$ cat config.mk
export PLATFORM = sky130hd
export DESIGN_NAME = lpm_regs
export DESIGN_NICKNAME = d
export VERILOG_FILES = /design/src/shared/lpm_pkg.sv /design/src/verilog/lpm_regs.sv
export VERILOG_INCLUDE_DIRS = /design/src /design/src/shared
export SDC_FILE = /design/constraint.sdc
export NUM_CORES = 1
export LEC_CHECK = 0
export CORE_ASPECT_RATIO = 1.5
export CORE_MARGIN = 3
export CORE_UTILIZATION = 28
export CTS_CLUSTER_SIZE = 20
export DETAILED_ROUTE_END_ITERATION = 16
export DONT_BUFFER_PORTS = 1
export PLACE_DENSITY = 0.47
export SLEW_MARGIN = 20
export SYNTH_ARGS = -nofsm -noshare
export SYNTH_HDL_FRONTEND = slang
export SYNTH_SLANG_ARGS = --single-unit
$ cat constraint.sdc
create_clock -name clk_in -period 4.02 [get_ports clk_in]
set_input_delay 0.603 -clock clk_in [delete_from_list [all_inputs] [get_ports clk_in]]
set_output_delay 0.603 -clock clk_in [all_outputs]
set_load 0.03 [all_outputs]
$ cat src/shared/lpm_consts.svh
`ifndef LPM_CONSTS_SVH
`define LPM_CONSTS_SVH

// ****************************************************************
// Register offsets
// ****************************************************************
`define LPM_ADDR_PORT0 8'h00
`define LPM_ADDR_PORT9 8'h09
`define LPM_ADDR_ALL 8'h0a
`define LPM_ADDR_GRP_LO 8'h0b
`define LPM_ADDR_GRP_MID 8'h0c
`define LPM_ADDR_GRP_HI 8'h0d
`define LPM_ADDR_IN_LO 8'h0e
`define LPM_ADDR_IN_HI 8'h0f
`define LPM_ADDR_CFG 8'h10
`define LPM_ADDR_SEQ 8'h18

// ****************************************************************
// Configuration fields
// ****************************************************************
`define LPM_CFG_RUN 0
`define LPM_CFG_CSRUN 1
`define LPM_CFG_RAMP 2
`define LPM_CFG_FADE 3
`define LPM_CFG_HOLD 4
`define LPM_CFG_STAGGER 5
`define LPM_CFG_OSC 7

// ****************************************************************
// Port codes, PWM and reset values
// ****************************************************************
`define LPM_CODE_LOW 8'h00
`define LPM_CODE_INPUT 8'h01
`define LPM_CODE_SINK 8'h02
`define LPM_CODE_HIZ 8'hff
`define LPM_PORT_RESET 8'hff
`define LPM_SEQ_RESET 8'h00
`define LPM_STAGGER_STEP 8'h20
`define LPM_NUM_PORTS 10

`endif

$ cat src/shared/lpm_pkg.sv
package lpm_pkg;

  typedef enum logic [2:0] {
    LPM_SHUTDOWN = 3'b000,
    LPM_RAMP_UP = 3'b001,
    LPM_RUN = 3'b010,
    LPM_HOLD_OFF = 3'b011,
    LPM_FADE_OFF = 3'b100
  } lpm_mode_type;

  typedef struct packed {
    logic [7:0] addr;
    logic [7:0] wdata;
    logic wr;
    logic rd;
  } lpm_bus_req_type;

  typedef struct packed {
    logic [9:0] sink_on;
    logic [9:0] drive_low;
    logic [9:0] in_buf_en;
  } lpm_pin_drive_type;

endpackage

$ cat src/verilog/lpm_regs.sv
`timescale 1ns/1ps
`default_nettype none
`include "lpm_consts.svh"

module lpm_regs #(
  parameter logic EXT_OSC_DEFAULT = 1'b0
) (
  // Clock and reset
  input wire logic clk_in,
  input wire logic rst_in,
  // Register port
  input wire lpm_pkg::lpm_bus_req_type bus_in,
  output logic [7:0] rd_data_out,
  // Port pins
  input wire logic [9:0] port_pin_in,
  output lpm_pkg::lpm_pin_drive_type pin_drive_out,
  // PWM clock sources, wakeup, data output enable and run status
  input wire logic int_osc_in,
  input wire logic ext_osc_in,
  input wire logic cs_wake_in,
  output logic dout_oe_out,
  output logic run_out
);

  // ****************************************************************
  // Decode helpers
  // ****************************************************************
  function automatic logic [9:0] wr_mask(input logic [7:0] addr);
    logic [9:0] m;
    m = 10'h000;
    // Group addresses cover ports 0 to 3, 4 to 7 and 8 to 9.
    if (addr <= `LPM_ADDR_PORT9) begin
      m[addr[3:0]] = 1'b1;
    end else if (addr == `LPM_ADDR_ALL) begin
      m = 10'h3ff;
    end else if (addr == `LPM_ADDR_GRP_LO) begin
      m = 10'h00f;
    end else if (addr == `LPM_ADDR_GRP_MID) begin
      m = 10'h0f0;
    end else if (addr == `LPM_ADDR_GRP_HI) begin
      m = 10'h300;
    end
    // Input register addresses give an empty mask, so writes there vanish.
    return m;
  endfunction

  function automatic logic is_pwm_code(input logic [7:0] code);
    return (code > `LPM_CODE_SINK) && (code != `LPM_CODE_HIZ);
  endfunction

  // Status bits in read-back order: hold-off, fade-off, ramp-up, run.
  function automatic logic [3:0] mode_bits(input lpm_pkg::lpm_mode_type mode);
    logic [3:0] b;
    b = 4'h0;
    unique case (mode)
      lpm_pkg::LPM_SHUTDOWN: begin
        b = 4'b0000;
      end
      lpm_pkg::LPM_RAMP_UP: begin
        b = 4'b0011;
      end
      lpm_pkg::LPM_RUN: begin
        b = 4'b0001;
      end
      lpm_pkg::LPM_HOLD_OFF: begin
        b = 4'b1000;
      end
      lpm_pkg::LPM_FADE_OFF: begin
        b = 4'b0100;
      end
      default: begin
        b = 4'b0000;
      end
    endcase
    return b;
  endfunction

  // ****************************************************************
  // Input synchronisers
  // ****************************************************************
  logic [9:0] pin_s1_q;
  logic [9:0] pin_s2_q;
  logic [2:0] ctl_s1_q;
  logic [2:0] ctl_s2_q;
  logic [2:0] ctl_s3_q;

  always_ff @(posedge clk_in) begin
    pin_s1_q <= port_pin_in;
    pin_s2_q <= pin_s1_q;
    ctl_s1_q <= {cs_wake_in, ext_osc_in, int_osc_in};
    ctl_s2_q <= ctl_s1_q;
    ctl_s3_q <= ctl_s2_q;
  end

  // ****************************************************************
  // Registers
  // ****************************************************************
  logic [7:0] port_q [`LPM_NUM_PORTS];
  logic osc_sel_q;
  logic stagger_q;
  logic cs_run_q;
  logic [7:0] seq_q;
  logic osc_init_q;
  lpm_pkg::lpm_mode_type mode_q;
  logic [9:0] wmask;
  logic cfg_wr;
  logic [7:0] wd;

  assign wmask = bus_in.wr ? wr_mask(bus_in.addr) : 10'h000;
  assign cfg_wr = bus_in.wr && (bus_in.addr == `LPM_ADDR_CFG);
  assign wd = bus_in.wdata;

  genvar gi;
  generate
    for (gi = 0; gi < `LPM_NUM_PORTS; gi++) begin : g_port_reg
      always_ff @(posedge clk_in) begin
        if (rst_in) begin
          port_q[gi] <= `LPM_PORT_RESET;
        end else if (wmask[gi]) begin
          port_q[gi] <= wd;
        end
      end
    end
  endgenerate

  // The strap value is a parameter, so it is loaded one clock after reset
  // release rather than wired into the reset branch.
  always_ff @(posedge clk_in) begin
    if (rst_in) begin
      stagger_q <= 1'b0;
      cs_run_q <= 1'b0;
      osc_init_q <= 1'b1;
      osc_sel_q <= 1'b0;
    end else begin
      osc_init_q <= 1'b0;
      if (osc_init_q) begin
        osc_sel_q <= EXT_OSC_DEFAULT;
      end else if (cfg_wr) begin
        osc_sel_q <= wd[`LPM_CFG_OSC];
      end
      if (cfg_wr) begin
        // Bit D6 has no storage at all.
        stagger_q <= wd[`LPM_CFG_STAGGER];
        cs_run_q <= wd[`LPM_CFG_CSRUN];
      end
    end
  end

  always_ff @(posedge clk_in) begin
    if (rst_in) begin
      seq_q <= `LPM_SEQ_RESET;
    end else if (bus_in.wr && (bus_in.addr == `LPM_ADDR_SEQ)) begin
      seq_q <= wd;
    end
  end

  // ****************************************************************
  // PWM timebase
  // ****************************************************************
  logic pwm_tick;
  logic [7:0] pwm_cnt_q;
  logic period_end;

  // Only the synchronised copies are edge-detected; the external source
  // must stay well below the system clock for every edge to be seen.
  assign pwm_tick = osc_sel_q ? (ctl_s2_q[1] && !ctl_s3_q[1]) :
                                (ctl_s2_q[0] && !ctl_s3_q[0]);
  assign period_end = pwm_tick && (pwm_cnt_q == 8'hff);

  always_ff @(posedge clk_in) begin
    if (rst_in) begin
      pwm_cnt_q <= 8'h00;
    end else if (pwm_tick) begin
      pwm_cnt_q <= pwm_cnt_q + 8'h01;
    end
  end

  // ****************************************************************
  // Mode sequencer
  // ****************************************************************
  logic [3:0] seq_cnt_q;
  logic cs_wake;
  logic [3:0] hold_len;
  logic [3:0] fade_len;

  assign cs_wake = ctl_s2_q[2] && !ctl_s3_q[2] && cs_run_q;
  assign hold_len = seq_q[3:0];
  assign fade_len = seq_q[7:4];

  // The PWM counter runs free, in shutdown too, so the first period of a
  // hold-off, fade-off or ramp-up phase may be a partial one.
  // Keeping one shared timebase avoids a restart glitch on running ports.

  always_ff @(posedge clk_in) begin
    if (rst_in) begin
      mode_q <= lpm_pkg::LPM_SHUTDOWN;
      seq_cnt_q <= 4'h0;
    end else if (cfg_wr && wd[`LPM_CFG_RUN]) begin
      unique case (mode_q)
        lpm_pkg::LPM_SHUTDOWN: begin
          if (wd[`LPM_CFG_RAMP] && (fade_len != 4'h0)) begin
            mode_q <= lpm_pkg::LPM_RAMP_UP;
            seq_cnt_q <= fade_len;
          end else begin
            mode_q <= lpm_pkg::LPM_RUN;
          end
        end
        lpm_pkg::LPM_HOLD_OFF, lpm_pkg::LPM_FADE_OFF: begin
          mode_q <= lpm_pkg::LPM_RUN;
        end
        lpm_pkg::LPM_RAMP_UP, lpm_pkg::LPM_RUN: begin
          mode_q <= mode_q;
        end
        default: begin
          mode_q <= lpm_pkg::LPM_SHUTDOWN;
        end
      endcase
    end else if (cfg_wr) begin
      unique case (mode_q)
        lpm_pkg::LPM_RAMP_UP, lpm_pkg::LPM_RUN: begin
          if (hold_len != 4'h0) begin
            mode_q <= lpm_pkg::LPM_HOLD_OFF;
            seq_cnt_q <= hold_len;
          end else if (fade_len != 4'h0) begin
            mode_q <= lpm_pkg::LPM_FADE_OFF;
            seq_cnt_q <= fade_len;
          end else begin
            mode_q <= lpm_pkg::LPM_SHUTDOWN;
          end
        end
        lpm_pkg::LPM_SHUTDOWN, lpm_pkg::LPM_HOLD_OFF, lpm_pkg::LPM_FADE_OFF: begin
          mode_q <= mode_q;
        end
        default: begin
          mode_q <= lpm_pkg::LPM_SHUTDOWN;
        end
      endcase
    end else if (cs_wake && (mode_q == lpm_pkg::LPM_SHUTDOWN)) begin
      mode_q <= lpm_pkg::LPM_RUN;
    end else if (period_end && (mode_q != lpm_pkg::LPM_SHUTDOWN) &&
                 (mode_q != lpm_pkg::LPM_RUN)) begin
      if (seq_cnt_q > 4'h1) begin
        seq_cnt_q <= seq_cnt_q - 4'h1;
      end else if (mode_q == lpm_pkg::LPM_HOLD_OFF && fade_len != 4'h0) begin
        mode_q <= lpm_pkg::LPM_FADE_OFF;
        seq_cnt_q <= fade_len;
      end else if (mode_q == lpm_pkg::LPM_RAMP_UP) begin
        mode_q <= lpm_pkg::LPM_RUN;
      end else begin
        mode_q <= lpm_pkg::LPM_SHUTDOWN;
      end
    end
  end

  // ****************************************************************
  // Port drivers
  // ****************************************************************
  logic active;
  logic [9:0] input_mode;

  assign active = (mode_q != lpm_pkg::LPM_SHUTDOWN);

  generate
    // Ports 8 and 9 reuse the offsets of ports 0 and 1, since the period
    // holds only eight phase slots.
    for (gi = 0; gi < `LPM_NUM_PORTS; gi++) begin : g_port_drv
      logic [7:0] phase;
      logic [7:0] offset;
      assign offset = stagger_q ? 8'((gi % 8) * `LPM_STAGGER_STEP) : 8'h00;
      assign phase = pwm_cnt_q - offset;
      assign input_mode[gi] = (port_q[gi] == `LPM_CODE_INPUT);

      always_ff @(posedge clk_in) begin
        if (rst_in) begin
          pin_drive_out.sink_on[gi] <= 1'b0;
          pin_drive_out.drive_low[gi] <= 1'b0;
          pin_drive_out.in_buf_en[gi] <= 1'b0;
        end else begin
          // Logic codes stay live in shutdown; sinks float there.
          pin_drive_out.drive_low[gi] <= (port_q[gi] == `LPM_CODE_LOW);
          pin_drive_out.in_buf_en[gi] <= input_mode[gi] ||
                                         (port_q[gi] == `LPM_CODE_LOW);
          if (!active) begin
            pin_drive_out.sink_on[gi] <= 1'b0;
          end else if (port_q[gi] == `LPM_CODE_SINK) begin
            pin_drive_out.sink_on[gi] <= 1'b1;
          end else if (is_pwm_code(port_q[gi])) begin
            pin_drive_out.sink_on[gi] <= (phase < port_q[gi]);
          end else begin
            pin_drive_out.sink_on[gi] <= 1'b0;
          end
        end
      end
    end
  endgenerate

  // ****************************************************************
  // Read-back
  // ****************************************************************
  logic [9:0] in_levels;
  logic [7:0] cfg_rd;
  logic [3:0] mode_rd;
  logic [7:0] rd_mux;

  // Only the input code opens a level to software; the static-low logic
  // code keeps its buffer on but always reads zero.
  assign in_levels = pin_s2_q & input_mode;
  assign mode_rd = mode_bits(mode_q);
  assign cfg_rd = {osc_sel_q, 1'b0, stagger_q,
                   mode_rd[3:1], cs_run_q, mode_rd[0]};

  always_comb begin
    rd_mux = 8'h00;
    if (bus_in.addr <= `LPM_ADDR_PORT9) begin
      rd_mux = port_q[bus_in.addr[3:0]];
    end else if (bus_in.addr == `LPM_ADDR_ALL || bus_in.addr == `LPM_ADDR_GRP_LO) begin
      rd_mux = port_q[0];
    end else if (bus_in.addr == `LPM_ADDR_GRP_MID) begin
      rd_mux = port_q[4];
    end else if (bus_in.addr == `LPM_ADDR_GRP_HI) begin
      rd_mux = port_q[8];
    end else if (bus_in.addr == `LPM_ADDR_IN_LO) begin
      rd_mux = in_levels[7:0];
    end else if (bus_in.addr == `LPM_ADDR_IN_HI) begin
      rd_mux = {6'h00, in_levels[9:8]};
    end else if (bus_in.addr == `LPM_ADDR_CFG) begin
      rd_mux = cfg_rd;
    end else if (bus_in.addr == `LPM_ADDR_SEQ) begin
      rd_mux = seq_q;
    end
  end

  always_ff @(posedge clk_in) begin
    if (rst_in) begin
      rd_data_out <= 8'h00;
    end else begin
      // Idle cycles return zero, so read data can be merged by a plain OR.
      rd_data_out <= bus_in.rd ? rd_mux : 8'h00;
    end
  end

  always_ff @(posedge clk_in) begin
    if (rst_in) begin
      dout_oe_out <= 1'b0;
      run_out <= 1'b0;
    end else begin
      dout_oe_out <= !osc_sel_q && !osc_init_q;
      run_out <= active;
    end
  end

endmodule
`default_nettype wire
==> results.yml <==
cells_and_area:
  diodes: 0
  mostFrequentLayoutCell: "dfxtp_1"
  fill_cells: 3656
  fin_cells: 1485
  area_growth_pct: 10.5
  final_layout_size_suffix_gt1_frac: 0.109
  mostFrequentLayoutCells: "96 x dfxtp_1, 89 x inv_1, 80 x edfxtp_1"
  nNetsFinal: 1110
  final_area_um2: 11000
synth:
  synthTopCellsByArea: "edfxtp_1 24%, dfxtp_1 19%, ha_1 9.6%, mux4_2 3.6%, nand2b_1 3.4%"
  ys_seq_elements: 176
  ys_seq_area_frac: 0.432
  yosysWarnings: 0
  synth-edff-count: 80
  synthesis.nets: 1130
  yosysTopAreaCell: "edfxtp_1"
  ys_async_sr_fraction: 0
  postSynthCellCount: 1019
  synth-main-ff-cell: "dfxtp_1"
  avgSynthCellArea_um2: 9.81
  yosysUniqueCellTypes: 75
  synth_area_um2: 10000
  synth_top_area_frac: 0.240
placement:
  place_hpwl_mm: 26.4
  placed_area_um2: 10400
  place_inst: 1453
  portBuffers: 0
  gp_congestion: 0.912
timing:
  hold_viol: 0
  slew_viol_final: 0
  fin_skew_ps: 13.6
  min_period_ps: 3150
  max-slew-margin-rel: 0.362
  worst_slew_pin_slew_ps: 949
  fin_tns_setup_ps: 0
  timing.final.crit_share: 0.783
  setup_viol: 0
  rsz0062_at_grt: "no"
  max_freq_ghz: 0.318
floorplanning:
  floorplan.die_area_um2: 38100
  pin_count: 73
  start_util: 0.285
  core-area_um2: 35100
  fp.dieH_um: 237
  rows: 84
  fp.dieW_um: 160
clock_tree:
  clockRootBuffer: "clkbuf_16"
  path_clk_slew_ps: 70
  cts_max_level: 4
  cts_tree: "done"
  clk_path_buf_depth: 2
  insertion_delay_ps: 460
  cts_buffers: 17
  cts_setup_buffers: 0
  cts_repair_resize_count: 0
  ctsHoldBuffers: 0
  cts.sinks: 176
global_route:
  grt_pass1_wl_mm: 52.9
  grt_overflow: 0
  grt_max_degree: 66
  antenna_found_initial: 0
  grt_pass1_vias: 7807
  grt_usage: 0.189
pwr:
  power_density_nw_per_um2: 366
  power.total_w: 0.00404
  peakVddDrop_v: 0.000216
  p_leak_nw: 4.31
flow_run:
  maxCapViolCount: 0
detailed_routing:
  dr_total_vias: 8054
  drtIter0Drc: 648
  via_per_inst: 5.42
  first_pass_iters: 5
  wl_per_cell_um: 24.3
  routed_wl_mm: 36.0
  antenna_left: 0
  drc_errors: 0
setup_path:
  cp-startpoint: "pwm_cnt_q[5]"
  worstRegToRegCells: 9
  worstSetupPathType: "reg2reg"
  required_ps: 4360
  r2r_slack_ps: 870
  r2r-end: "pin_drive_out[25]"
  crit_arrival_ps: 3490
  critPathMaxFanout: 8
  reg2reg_from: "pwm_cnt_q[5]"
  startpoint_type: "register"
  endpoint_kind: "register"
worst_hold_path:
  holdPathStages: 0
  min_to: "pin_s1_q[0]"
  hold_path.class: "in2reg"
  min_from: "port_pin_in[0]"
status:
  status: "finished clean"
==> area by class of cell <==
class	instances	area (um2)	area share
clock buffers	18	450	0.0408
clock inverters	14	164	0.0148
inverters	90	338	0.0306
multi-input cells	706	5120	0.463
flip-flops and latches	176	4320	0.391
well taps	473	592	0.0536
repair buffers	8	60.1	0.00544
==> cells in the mapped netlist, types with 6 or more instances <==
cell / count
a211oi_1: 14
nand4_1: 31
nor4_1: 19
ha_1: 77
nand3_1: 35
or2_2: 33
a21oi_1: 51
nor3_1: 27
inv_1: 89
xor2_1: 6
buf_2: 15
mux4_2: 16
o21ai_0: 31
mux2i_1: 17
a31oi_1: 6
nand2_1: 65
dfxtp_1: 96
xnor2_1: 10
a21o_1: 25
nor2_1: 65
edfxtp_1: 80
o21bai_1: 7
or4_1: 9
nand2b_1: 55
o211ai_1: 8
clkbuf_1: 22
==> critical path, stage by stage (launching register included) <==
cell	delay, ps
dfxtp_1	650
inv_1	150
ha_1	250
ha_1	210
xor2_1	420
xnor2_1	160
ha_1	340
a2111oi_0	520
o221ai_1	240
o41ai_1	100
==> power breakdown <==
group          internal [W]  switching (W)  total (W)
logic              0.000111       0.000149   0.000260
registers           0.00193      0.0000946    0.00203
clock network      0.000974       0.000779    0.00175
==> worst max-delay path by stage <==
| stage | endpoint | depth (start not counted) |
|---|---|---|
| floorplan | port_q[9][0] | 5 |
| global placement | pin_drive_out[25] | 9 |
| detailed placement | pin_drive_out[25] | 9 |
| CTS | pin_drive_out[25] | 9 |
| global route | pin_drive_out[25] | 9 |
| finish | pin_drive_out[25] | 9 |
==> cells by family after synthesis <==
| group | synth area share |
|---|---|
| fa+ha+maj | 0.0983 |
| buf+inv | 0.0556 |
| flops | 0.432 |
| mux | 0.0531 |
| simple gates | 0.203 |
| compound gates | 0.144 |
| xor+xnor | 0.0140 |
==> layer usage <==
layer / GRT usage / vias to the layer above / wire length (um)
met5: 0 / - / 0
met4: 0.0884 / 0 / 1550
met3: 0.0387 / 61 / 2060
met2: 0.333 / 304 / 18600
met1: 0.220 / 3997 / 13800
li1: - / 3692 / -
==> registers in the layout, summed over array words and instances, names as in the netlist, 3 cells and up <==
name	count
port_q	80
seq_q	8
mode_q	3
ctl_s3_q	3
pin_s2_q	10
ctl_s2_q	3
rd_data_out	8
pin_s1_q	10
pwm_cnt_q	8
pin_drive_out	30
seq_cnt_q	4
ctl_s1_q	3
==> metrics by stage <==
step / util / setup WS (ps) / hold WS [ps]
after floorplan: - / 1640 / 310
after global placement: 0.297 / 861 / 314
after detailed placement: 0.297 / 870 / 315
after CTS: 0.315 / 823 / 138
after global routing: 0.315 / 800 / 136
final: 0.315 / 871 / 165
(Power assumes the default switching activity.)
